File: src/verilog/cfs_defs.vh
// Constants for the charger fault and status supervisor
`ifndef CFS_DEFS_VH
`define CFS_DEFS_VH

// Timing, 100 MHz clock
`define CFS_CLK_MHZ        100
`define CFS_PULSE_US       128
`define CFS_PULSE_CYC      (`CFS_PULSE_US * `CFS_CLK_MHZ)
`define CFS_DETECT_MS      32
`define CFS_DETECT_CYC     (`CFS_DETECT_MS * 1000 * `CFS_CLK_MHZ)
`define CFS_RETRY_S        2
`define CFS_RETRY_CYC      (`CFS_RETRY_S * 1000000 * `CFS_CLK_MHZ)

// Supervisor states
`define CFS_ST_IDLE        3'h0
`define CFS_ST_DETECT      3'h1
`define CFS_ST_RETRY       3'h2
`define CFS_ST_RUN         3'h3
`define CFS_ST_SLEEP       3'h4
`define CFS_ST_SHUT        3'h5
`define CFS_ST_BADSRC      3'h6
`define CFS_ST_OVP         3'h7

// State codes
`define CFS_SC_NOSRC       3'h0
`define CFS_SC_READY       3'h1
`define CFS_SC_CHARGING    3'h3
`define CFS_SC_FAULT       3'h7

// Fault codes
`define CFS_FC_NORMAL      3'h0
`define CFS_FC_THERMAL     3'h1
`define CFS_FC_BATTEMP     3'h2
`define CFS_FC_WATCHDOG    3'h3
`define CFS_FC_SAFETY      3'h4
`define CFS_FC_SUPPLY      3'h5
`define CFS_FC_BATTERY     3'h7

// Supply status codes
`define CFS_SS_NORMAL      2'h0
`define CFS_SS_OVP         2'h1
`define CFS_SS_WEAK        2'h2
`define CFS_SS_UVLO        2'h3

// Battery temperature status
`define CFS_BT_NORMAL      2'h0

// Charge current limit levels: full, zero and droop
`define CFS_ILIM_FULL      8'hff
`define CFS_ILIM_ZERO      8'h00
`define CFS_ILIM_DROOP     8'h80

`endif

File: src/verilog/cfs_supervisor.v
// Charger fault and status supervisor: sequencing, codes, event pulse

`timescale 1ns/10ps
`include "cfs_defs.vh"

module cfs_supervisor
#(
	parameter DETECT_CYC = `CFS_DETECT_CYC,
	parameter RETRY_CYC  = `CFS_RETRY_CYC
)
(
	input  wire       clk,
	input  wire       reset_n,
	input  wire       source_attach,
	input  wire       die_temp_reg_hit,
	input  wire       die_temp_hot10,
	input  wire       die_temp_over_shut,
	input  wire       die_temp_cool10,
	input  wire       input_sleep_cmp,
	input  wire       input_lockout_cmp,
	input  wire       input_droop_cmp,
	input  wire       input_badsrc_cmp,
	input  wire       input_ovp_cmp,
	input  wire       thermistor_sense_in,
	input  wire       thermistor_monitor_enable,
	input  wire       stat_enable,
	input  wire       charge_disable,
	input  wire       ext_event,
	input  wire [2:0] ext_fault_code,
	output reg        converter_on,
	output reg        battery_switch_on,
	output reg        discharge_gate_drive,
	output reg        test_load_on,
	output reg        timers_run,
	output reg  [7:0] charge_current_limit,
	output reg        input_limit_reduced,
	output reg        input_droop_flag,
	output reg  [2:0] state_code_bits,
	output reg  [2:0] fault_code,
	output reg  [1:0] supply_status,
	output reg  [1:0] battery_temp_status,
	output reg        stat_out,
	output reg        stat_oe,
	output reg        event_out,
	output reg        event_oe
);

	// ------------------------------------------------------------
	// Input synchronisers
	// ------------------------------------------------------------
	reg  [9:0] sync1_r;
	reg  [9:0] sync2_r;
	wire [9:0] raw_in;
	reg        attach_d_r;

	assign raw_in = {die_temp_hot10, die_temp_reg_hit, thermistor_sense_in,
		input_ovp_cmp, input_badsrc_cmp, input_droop_cmp,
		input_lockout_cmp, input_sleep_cmp, die_temp_over_shut,
		die_temp_cool10};

	// Two flops per comparator; attach is a synchronous pin
	always @(posedge clk or negedge reset_n)
	begin
		if (!reset_n)
		begin
			sync1_r    <= 10'h000;
			sync2_r    <= 10'h000;
			attach_d_r <= 1'b0;
		end
		else
		begin
			sync1_r    <= raw_in;
			sync2_r    <= sync1_r;
			attach_d_r <= source_attach;
		end
	end

	wire s_hot   = sync2_r[9];
	wire s_reg   = sync2_r[8];
	wire s_ts    = sync2_r[7];
	wire s_ovp   = sync2_r[6];
	wire s_bad   = sync2_r[5];
	wire s_droop = sync2_r[4];
	wire s_uvlo  = sync2_r[3];
	wire s_sleep = sync2_r[2];
	wire s_shut  = sync2_r[1];
	wire s_cool  = sync2_r[0];

	// ------------------------------------------------------------
	// Supervisor state machine
	// ------------------------------------------------------------
	reg  [2:0]  state_r;
	reg  [2:0]  state_nxt;
	reg  [27:0] tmr_r;
	reg  [27:0] tmr_nxt;
	reg         ev_nxt;
	reg  [2:0]  fc_nxt;
	reg  [1:0]  ss_nxt;
	wire        attach_edge;
	wire        sleep_cond;

	assign attach_edge = source_attach & ~attach_d_r;
	assign sleep_cond  = s_sleep & ~s_uvlo;

	// Next state; thermal shutdown overrides every state
	always @*
	begin
		state_nxt = state_r;
		tmr_nxt   = tmr_r;
		ev_nxt    = 1'b0;
		fc_nxt    = fault_code;
		ss_nxt    = supply_status;
		if (s_shut && state_r != `CFS_ST_SHUT)
		begin
			state_nxt = `CFS_ST_SHUT;
			ev_nxt    = 1'b1;
			fc_nxt    = `CFS_FC_THERMAL;
		end
		else if (attach_edge && state_r != `CFS_ST_SHUT)
		begin
			state_nxt = `CFS_ST_DETECT;
			tmr_nxt   = 28'h0;
			ev_nxt    = 1'b1;
			fc_nxt    = `CFS_FC_NORMAL;
			ss_nxt    = `CFS_SS_NORMAL;
		end
		else if (ext_event)
		begin
			ev_nxt = 1'b1;
			fc_nxt = ext_fault_code;
		end
		else
		begin
			case (state_r)
			`CFS_ST_IDLE:
				tmr_nxt = 28'h0;
			`CFS_ST_DETECT:
			begin
				tmr_nxt = tmr_r + 28'h1;
				if (s_bad)
				begin
					state_nxt = `CFS_ST_RETRY;
					tmr_nxt   = 28'h0;
					ev_nxt    = 1'b1;
					fc_nxt    = `CFS_FC_SUPPLY;
					ss_nxt    = `CFS_SS_WEAK;
				end
				else if (tmr_r >= DETECT_CYC - 1)
				begin
					if (!s_ovp)
					begin
						state_nxt = `CFS_ST_RUN;
						fc_nxt    = `CFS_FC_NORMAL;
						ss_nxt    = `CFS_SS_NORMAL;
					end
					else
						tmr_nxt = 28'h0;
				end
			end
			`CFS_ST_RETRY:
			begin
				tmr_nxt = tmr_r + 28'h1;
				if (tmr_r >= RETRY_CYC - 1)
				begin
					state_nxt = `CFS_ST_DETECT;
					tmr_nxt   = 28'h0;
				end
			end
			`CFS_ST_RUN:
			begin
				if (sleep_cond)
				begin
					state_nxt = `CFS_ST_SLEEP;
					ev_nxt    = 1'b1;
					fc_nxt    = `CFS_FC_SUPPLY;
				end
				else if (s_ovp)
				begin
					state_nxt = `CFS_ST_OVP;
					ev_nxt    = 1'b1;
					fc_nxt    = `CFS_FC_SUPPLY;
					ss_nxt    = `CFS_SS_OVP;
				end
				else if (s_bad)
				begin
					state_nxt = `CFS_ST_BADSRC;
					ev_nxt    = 1'b1;
					fc_nxt    = `CFS_FC_SUPPLY;
					ss_nxt    = `CFS_SS_WEAK;
				end
			end
			`CFS_ST_SLEEP:
				if (!s_sleep)
				begin
					state_nxt = `CFS_ST_RUN;
					fc_nxt    = `CFS_FC_NORMAL;
					ss_nxt    = `CFS_SS_NORMAL;
				end
				else if (s_uvlo)
					ss_nxt = `CFS_SS_UVLO;
			`CFS_ST_BADSRC:
				if (!s_bad)
				begin
					state_nxt = `CFS_ST_RUN;
					fc_nxt    = `CFS_FC_NORMAL;
					ss_nxt    = `CFS_SS_NORMAL;
				end
			`CFS_ST_OVP:
				if (!s_ovp)
				begin
					state_nxt = `CFS_ST_RUN;
					fc_nxt    = `CFS_FC_NORMAL;
					ss_nxt    = `CFS_SS_NORMAL;
				end
			`CFS_ST_SHUT:
				if (s_cool && !s_shut)
				begin
					state_nxt = `CFS_ST_RUN;
					fc_nxt    = `CFS_FC_NORMAL;
				end
			default:
				state_nxt = `CFS_ST_IDLE;
			endcase
		end
	end

	// State, codes and power-path drives
	always @(posedge clk or negedge reset_n)
	begin
		if (!reset_n)
		begin
			state_r              <= `CFS_ST_IDLE;
			tmr_r                <= 28'h0;
			fault_code           <= `CFS_FC_NORMAL;
			supply_status        <= `CFS_SS_NORMAL;
			state_code_bits      <= `CFS_SC_NOSRC;
			converter_on         <= 1'b0;
			battery_switch_on    <= 1'b1;
			discharge_gate_drive <= 1'b1;
			test_load_on         <= 1'b0;
			timers_run           <= 1'b0;
		end
		else
		begin
			state_r       <= state_nxt;
			tmr_r         <= tmr_nxt;
			fault_code    <= fc_nxt;
			supply_status <= ss_nxt;
			converter_on  <= (state_nxt == `CFS_ST_RUN);
			test_load_on  <= (state_nxt == `CFS_ST_DETECT);
			timers_run    <= (state_nxt == `CFS_ST_RUN);
			battery_switch_on <= 1'b1;
			// Gate pulled low in sleep, on for other faults
			discharge_gate_drive <= (state_nxt != `CFS_ST_RUN) &&
				(state_nxt != `CFS_ST_SLEEP);
			case (state_nxt)
			`CFS_ST_RUN:
				state_code_bits <= charge_disable ?
					`CFS_SC_READY : `CFS_SC_CHARGING;
			`CFS_ST_IDLE, `CFS_ST_DETECT:
				state_code_bits <= `CFS_SC_NOSRC;
			default:
				state_code_bits <= `CFS_SC_FAULT;
			endcase
		end
	end

	// ------------------------------------------------------------
	// Charge current taper and input droop
	// ------------------------------------------------------------
	// Linear taper between regulation point and 10 C above it
	always @(posedge clk or negedge reset_n)
	begin
		if (!reset_n)
		begin
			charge_current_limit <= `CFS_ILIM_FULL;
			input_limit_reduced  <= 1'b0;
			input_droop_flag     <= 1'b0;
			battery_temp_status  <= `CFS_BT_NORMAL;
		end
		else
		begin
			if (state_r != `CFS_ST_RUN || s_hot)
				charge_current_limit <= `CFS_ILIM_ZERO;
			else if (s_reg)
			begin
				if (charge_current_limit != `CFS_ILIM_ZERO)
					charge_current_limit <=
						charge_current_limit - 8'h01;
			end
			else if (s_droop)
				charge_current_limit <= `CFS_ILIM_DROOP;
			else if (charge_current_limit != `CFS_ILIM_FULL)
				charge_current_limit <= charge_current_limit + 8'h01;
			input_limit_reduced <= s_droop && state_r == `CFS_ST_RUN;
			input_droop_flag    <= s_droop && state_r == `CFS_ST_RUN;
			// Thermistor result only reported while monitoring is on
			battery_temp_status <= thermistor_monitor_enable ?
				{1'b0, s_ts} : `CFS_BT_NORMAL;
		end
	end

	// ------------------------------------------------------------
	// Event pulse and status pins
	// ------------------------------------------------------------
	reg [13:0] pulse_r;
	wire       pulse_busy;
	wire       charging;
	wire       pin_low;
	localparam [31:0] PULSE_LOAD = `CFS_PULSE_CYC - 1;

	assign pulse_busy = (pulse_r != 14'h0);
	assign charging   = (state_r == `CFS_ST_RUN) && !charge_disable;
	// A new event restarts the count, so every pulse is full length
	assign pin_low    = ev_nxt || pulse_busy ||
		(charging && stat_enable);

	// Count and pins together; pins only ever pull low, data stays zero
	always @(posedge clk or negedge reset_n)
	begin
		if (!reset_n)
		begin
			pulse_r   <= 14'h0;
			stat_out  <= 1'b0;
			stat_oe   <= 1'b0;
			event_out <= 1'b0;
			event_oe  <= 1'b0;
		end
		else
		begin
			// Loaded one short: the load cycle already pulls the pin low
			if (ev_nxt)
				pulse_r <= PULSE_LOAD[13:0];
			else if (pulse_busy)
				pulse_r <= pulse_r - 14'h1;
			stat_out  <= 1'b0;
			stat_oe   <= pin_low;
			event_out <= 1'b0;
			event_oe  <= pin_low;
		end
	end

endmodule
File: config.mk
export PLATFORM = sky130hd
export DESIGN_NAME = cfs_supervisor
export DESIGN_NICKNAME = d
export VERILOG_FILES = /design/src/verilog/cfs_supervisor.v
export VERILOG_INCLUDE_DIRS = /design/src /design/src/verilog
export SDC_FILE = /design/constraint.sdc
export NUM_CORES = 1
export LEC_CHECK = 0
export ABC_CLOCK_PERIOD_IN_PS = 2940
export BUFFER_PORTS_ARGS = -buffer_cell sky130_fd_sc_hd__buf_2
export CORE_MARGIN = 3
export CORE_UTILIZATION = 30
export CTS_BUF_LIST = sky130_fd_sc_hd__clkbuf_4 sky130_fd_sc_hd__clkbuf_8
export DETAILED_ROUTE_END_ITERATION = 12
export SKIP_CTS_REPAIR_TIMING = 1
export SLEW_MARGIN = 5
export SYNTH_ARGS = -nofsm -noshare
export SYNTH_HDL_FRONTEND = slang
export SYNTH_SLANG_ARGS = --single-unit
File: constraint.sdc
create_clock -name clk -period 2.94 [get_ports clk]
set_input_delay 0.588 -clock clk [delete_from_list [all_inputs] [get_ports clk]]
set_output_delay 0.588 -clock clk [all_outputs]
set_load 0.01 [all_outputs]
# [Yosys cells after proc, flatten, opt, wreduce, memory -nomap -nowiden]
# Cells that the tools add are included.
[word_totals] reg_bits=88 elab_cells=142
[classes] add_sub_neg=4 order_cmp=2 eq_ne=26 mux=63 bitwise=5 n_reduce_logical=26
[ops] cell="$mux W28" count=6
[ops] cell="$pmux W28 S3" count=1
[ops] cell="$mux W3" count=25
[ops] cell="$mux W8" count=5
[ops] cell="$add A28 B1 Y28 const B" count=1
[ops] cell="$ge A28 B22 Y1 const B" count=1
[ops] cell="$ge A28 B28 Y1 const B" count=1
[ops] cell="$mux W14" count=2
[ops] cell="$mux W2" count=12
[ops] cell="$pmux W3 S7" count=1
[ops] cell="$pmux W3 S6" count=1
[ops] cell="$ne A5 B5 Y1 const B" count=3
[ops] cell="$reduce_bool A14 Y1" count=1
[ops] cell="$sub A14 B1 Y14 const B" count=1
[ops] cell="$eq A3 B3 Y1 const B" count=4
[ops] cell="$ne A3 B3 Y1 const B" count=4
[ops] cell="$ne A4 B4 Y1 const B" count=3
[ops] cell="$pmux W2 S5" count=1
[ops] cell="$eq A3 B2 Y1 const B" count=3
[ops] cell="$reduce_bool A9 Y1" count=1
[ops] cell="$add A8 B1 Y8 const B" count=1
[ops] cell="$ne A8 B8 Y1 const B" count=1
[ops] cell="$reduce_and A8 Y1" count=1
[ops] cell="$reduce_bool A4 Y1" count=2
[ops] cell="23 further kinds" count=44

# [Longest topological paths before layout]
[depth] word_depth=10 mapped_depth=9

# [Worst setup path before layout]
# OpenSTA, ideal clock, no wires.
[synth_path] path_kind="reg-to-reg" startpoint="register pulse_r[0]" endpoint="register pulse_r[8]" setup_time_ps=133 arrival_ps=2013 t_required_ps=2807 path_slack_ps=793 stages_incl_launch_ff=9 path_buffers=0 path_cell_list="dfrtp_1 > inv_1 > ha_1 > or3b_1 > nand4b_1 > or2_2 > and2_1 > a22oi_1 > nand2_1"
[synth_between] elab_chain_len=3 elab_cells_between_ends=5
[synth_rtl] item="start, declared" line_no="cfs_supervisor.v:306" text="reg [13:0] pulse_r;"
[synth_rtl] item="start signal, assigned" line_no="cfs_supervisor.v:333" text="pulse_r <= PULSE_LOAD[13:0];"
[synth_rtl] item="start signal, assigned" line_no="cfs_supervisor.v:335" text="pulse_r <= pulse_r - 14'h1;"
[synth_rtl] item="$sub A14 B1 Y14" line_no="cfs_supervisor.v:335"
[synth_rtl] item="$mux W14" line_no="cfs_supervisor.v:334" text="else if (pulse_busy)"
[synth_rtl] item="$mux W14" line_no="cfs_supervisor.v:332" text="if (ev_nxt)"
# Several ways; a longest one is shown, not always the timed one. The select of a mux whose other input is x is not followed.
# A chain may end at the register's enable or synchronous reset.

# [Worst setup path in the final report]
[layout_path] startpoint="register tmr_r[0]" endpoint="register tmr_r[10]"
[layout_between] elab_chain_len=7 elab_cells_between_ends=10
[layout_rtl] item="start, declared" line_no="cfs_supervisor.v:94" text="reg [27:0] tmr_r;"
[layout_rtl] item="start signal, assigned" line_no="cfs_supervisor.v:246" text="tmr_r <= tmr_nxt;"
[layout_rtl] item="$add A28 B1 Y28" line_no="cfs_supervisor.v:139, cfs_supervisor.v:162"
[layout_rtl] item="$mux W28" line_no="cfs_supervisor.v:150" text="if (!s_ovp)"
[layout_rtl] item="$mux W28" line_no="cfs_supervisor.v:148" text="else if (tmr_r >= DETECT_CYC - 1)"
[layout_rtl] item="$mux W28" line_no="cfs_supervisor.v:140" text="if (s_bad)"
[layout_rtl] item="$pmux W28 S3 *" line_no="cfs_supervisor.v:134" text="case (state_r)"
[layout_rtl] item="$mux W28 *" line_no="cfs_supervisor.v:127" text="else if (ext_event)"
[layout_rtl] item="$mux W28 *" line_no="cfs_supervisor.v:119" text="else if (attach_edge && state_r != `CFS_ST_SHUT)"
# Every way passes the cells marked *; elsewhere a longest branch is shown, timed or not. The select of a mux whose other input is x is not followed.

==> metrics.yaml <==
run_status:
  status: "completed"
cts:
  clock_sinks: 88
  cts_buffer_depth: 2
  clk_pin_slew_ps: 90
  htreeDepth: 3
  cts_tree: "yes"
  clk_latency_ps: 380
  cts-root-buf: "clkbuf_8"
  numCtsBuffers: 9
floorplan:
  start_util: 0.3082
  io_pins: 49
  die_area_um2: 18010
  fp.dieW_um: 134.2
  coreArea_um2: 16000
  rows: 46
  dieHeight_um: 134.2
pwr:
  p_leak_nw: 2.153
  p_per_area_nw_per_um2: 634.8
  ir_drop_mv: 0.3327
logic_synthesis:
  synthArstFlopShare: 1.000
  ys_seq_area_frac: 0.4489
  postSynthCellCount: 542
  synth_cell_types: 72
  synth_area_leaders: "dfrtp_1 (40%), o21ai_0 (5.4%), dfstp_2 (4.8%), nand2_1 (4.6%), nor2_1 (2.6%)"
  synth_top_cell_by_area: "dfrtp_1"
  netlist_area_um2: 4931
  synth-seq-cells: 88
  ys.warnings.count: 0
  synth_top_area_frac: 0.4009
  synth_edf_count: 0
  synth-main-ff-cell: "dfrtp_1"
  syn_avg_cell_area_um2: 9.098
min_path:
  hp-class: "primary input to asynchronous set/reset pin"
timing:
  slew_headroom: 0.6061
  grt_setup_unrepaired: "no"
  period_needed_ps: 2482
  finalMaxSlewViolations: 0
  finalSetupViolCount: 0
  period_share: 0.8441
  fmax_ghz: 0.4030
  finalSetupTns_ps: 0
  worstMarginPinSlew_ps: 584.7
  hold_ws_ps: 168.7
  hold_viol_final: 0
  setup_ws_ps: 458.3
  fin_skew_ps: 10.07
detailed_routing:
  dr_total_vias: 4359
  viasPerCell: 5.462
  routed_wl_um: 12650
  antenna_left: 0
  drtIter0Drc: 344
  wl_per_cell_um: 15.85
  firstDrtPassIters: 5
  route.detailed.drc: 0
critical_path:
  criticalPathCategory: "flop to flop"
  crit_fanout: 16
  crit_required_ps: 3180
  endpoint_kind: "flop"
  crit_chain: "ha_1, nand3_2, o31ai_2, nand3_1, and3_1, buf_4, nor2_1, o32ai_1"
  cp.arrival_ps: 2720
  cp_slowest_cell: "nor2_1"
  cp-start-kind: "flop"
  slowest_delay_ps: 470
grt:
  track_usage: 0.1457
  overflow: 0
  antenna_found_initial: 0
  grt_max_degree: 52
  grt_pass1_vias: 4149
  grt_pass1_wl_um: 21280
flow_run:
  cap_violations: 0
final_layout:
  layout_commonest_cell: "dfrtp_1"
  most-common-layout-cells: "dfrtp_1 (79), nand2_1 (61), o21ai_0 (53)"
  diodes: 0
  fin_nets: 602
  drive_gt1_frac: 0.1718
  n_fill_cell: 1716
  area_growth_pct: 12.33
placement:
  dp_worst_setup_slack_ps: 483.9
  gp_congestion: 0.8995
  portBuffers: 44
  hpwlAfterDp_um: 9060
## layout make-up
| type | instances | area [um2] | share of cell area |
|---|---|---|---|
| timing repair buffer | 58 | 340.3 | 0.06144 |
| multi-input combinational | 405 | 2475 | 0.4468 |
| sequential | 88 | 2213 | 0.3996 |
| tap | 216 | 270.3 | 0.04879 |
| clock inverter | 7 | 57.56 | 0.01039 |
| clock buffer | 9 | 123.9 | 0.02236 |
| inverter | 15 | 58.81 | 0.01062 |
## final timing paths
check / from / depth (start not counted) / end / slack, ps
worst max-delay path: tmr_r[0] / 8 / tmr_r[10] / 460
worst min-delay path: reset_n / 1 / battery_temp_status[0] / 170
worst max register to register: tmr_r[0] / 8 / tmr_r[10] / 460
worst min register to register: sync1_r[3] / 0 / sync2_r[3] / 340
max in group asynchronous: reset_n / 2 / pulse_r[3] / 2120
min in group clk: die_temp_reg_hit / 1 / sync1_r[8] / 310
## sequential cells by signal (all words and copies together) (netlist names), 2 cells and up
signal                cells
sync1_r                  10
state_r                   3
state_code_bits           3
supply_status             2
sync2_r                  10
pulse_r                  14
fault_code                3
charge_current_limit      8
tmr_r                    28
## report_power, final
part           internal (W)  switching, W
logic              0.000465      0.000741
clock network      0.000315      0.000465
registers           0.00135      0.000178
## synth_stat cells, types with 12 or more instances
cell type,instances
inv_1,14
clkbuf_1,17
o221ai_1,12
nor3_1,24
nor2_1,34
xnor2_1,12
a21oi_1,15
nand2_1,61
o31ai_1,16
o21ai_0,53
dfrtp_1,79
nand3_1,25
## critical path, delay by kind of cell (launching register included)
kind / cells / cell delay, ps
adder cells (fa/ha/maj): 1 / 240
AND/OR/NAND/NOR: 4 / 980
buffers and inverters: 1 / 200
flip-flops: 1 / 410
AO/OA/AOI/OAI: 2 / 510
## through the flow
stage	total power, W	area, um2	utilization	instances
2_1_floorplan	0.002331	4938	-	544
3_3_place_gp	0.002725	5358	0.3348	782
3_5_place_dp	0.002755	5358	0.3348	782
4_1_cts	0.003556	5539	0.3462	798
5_1_grt	0.003760	5539	0.3462	798
6_report	0.003516	5539	0.3462	798
## cells by family after synthesis
group	after synthesis	share of synthesized area
other cells	2	0.001523
compound gates	157	0.2137
flops	88	0.4489
xor+xnor	16	0.02842
simple gates	219	0.2350
fa+ha+maj	5	0.01269
buf+inv	51	0.05075
mux	4	0.009134
## routing by layer
layer  vias to the layer above  wire length (um)  global-route usage
met3                        14               648             0.03263
li1                       2069                 -                   -
met2                       132              5922              0.2299
met1                      2144              5936              0.1995
met5                         -                 0                   0
met4                         0               141             0.04638
Note: power is estimated with default switching activity, not from simulation.
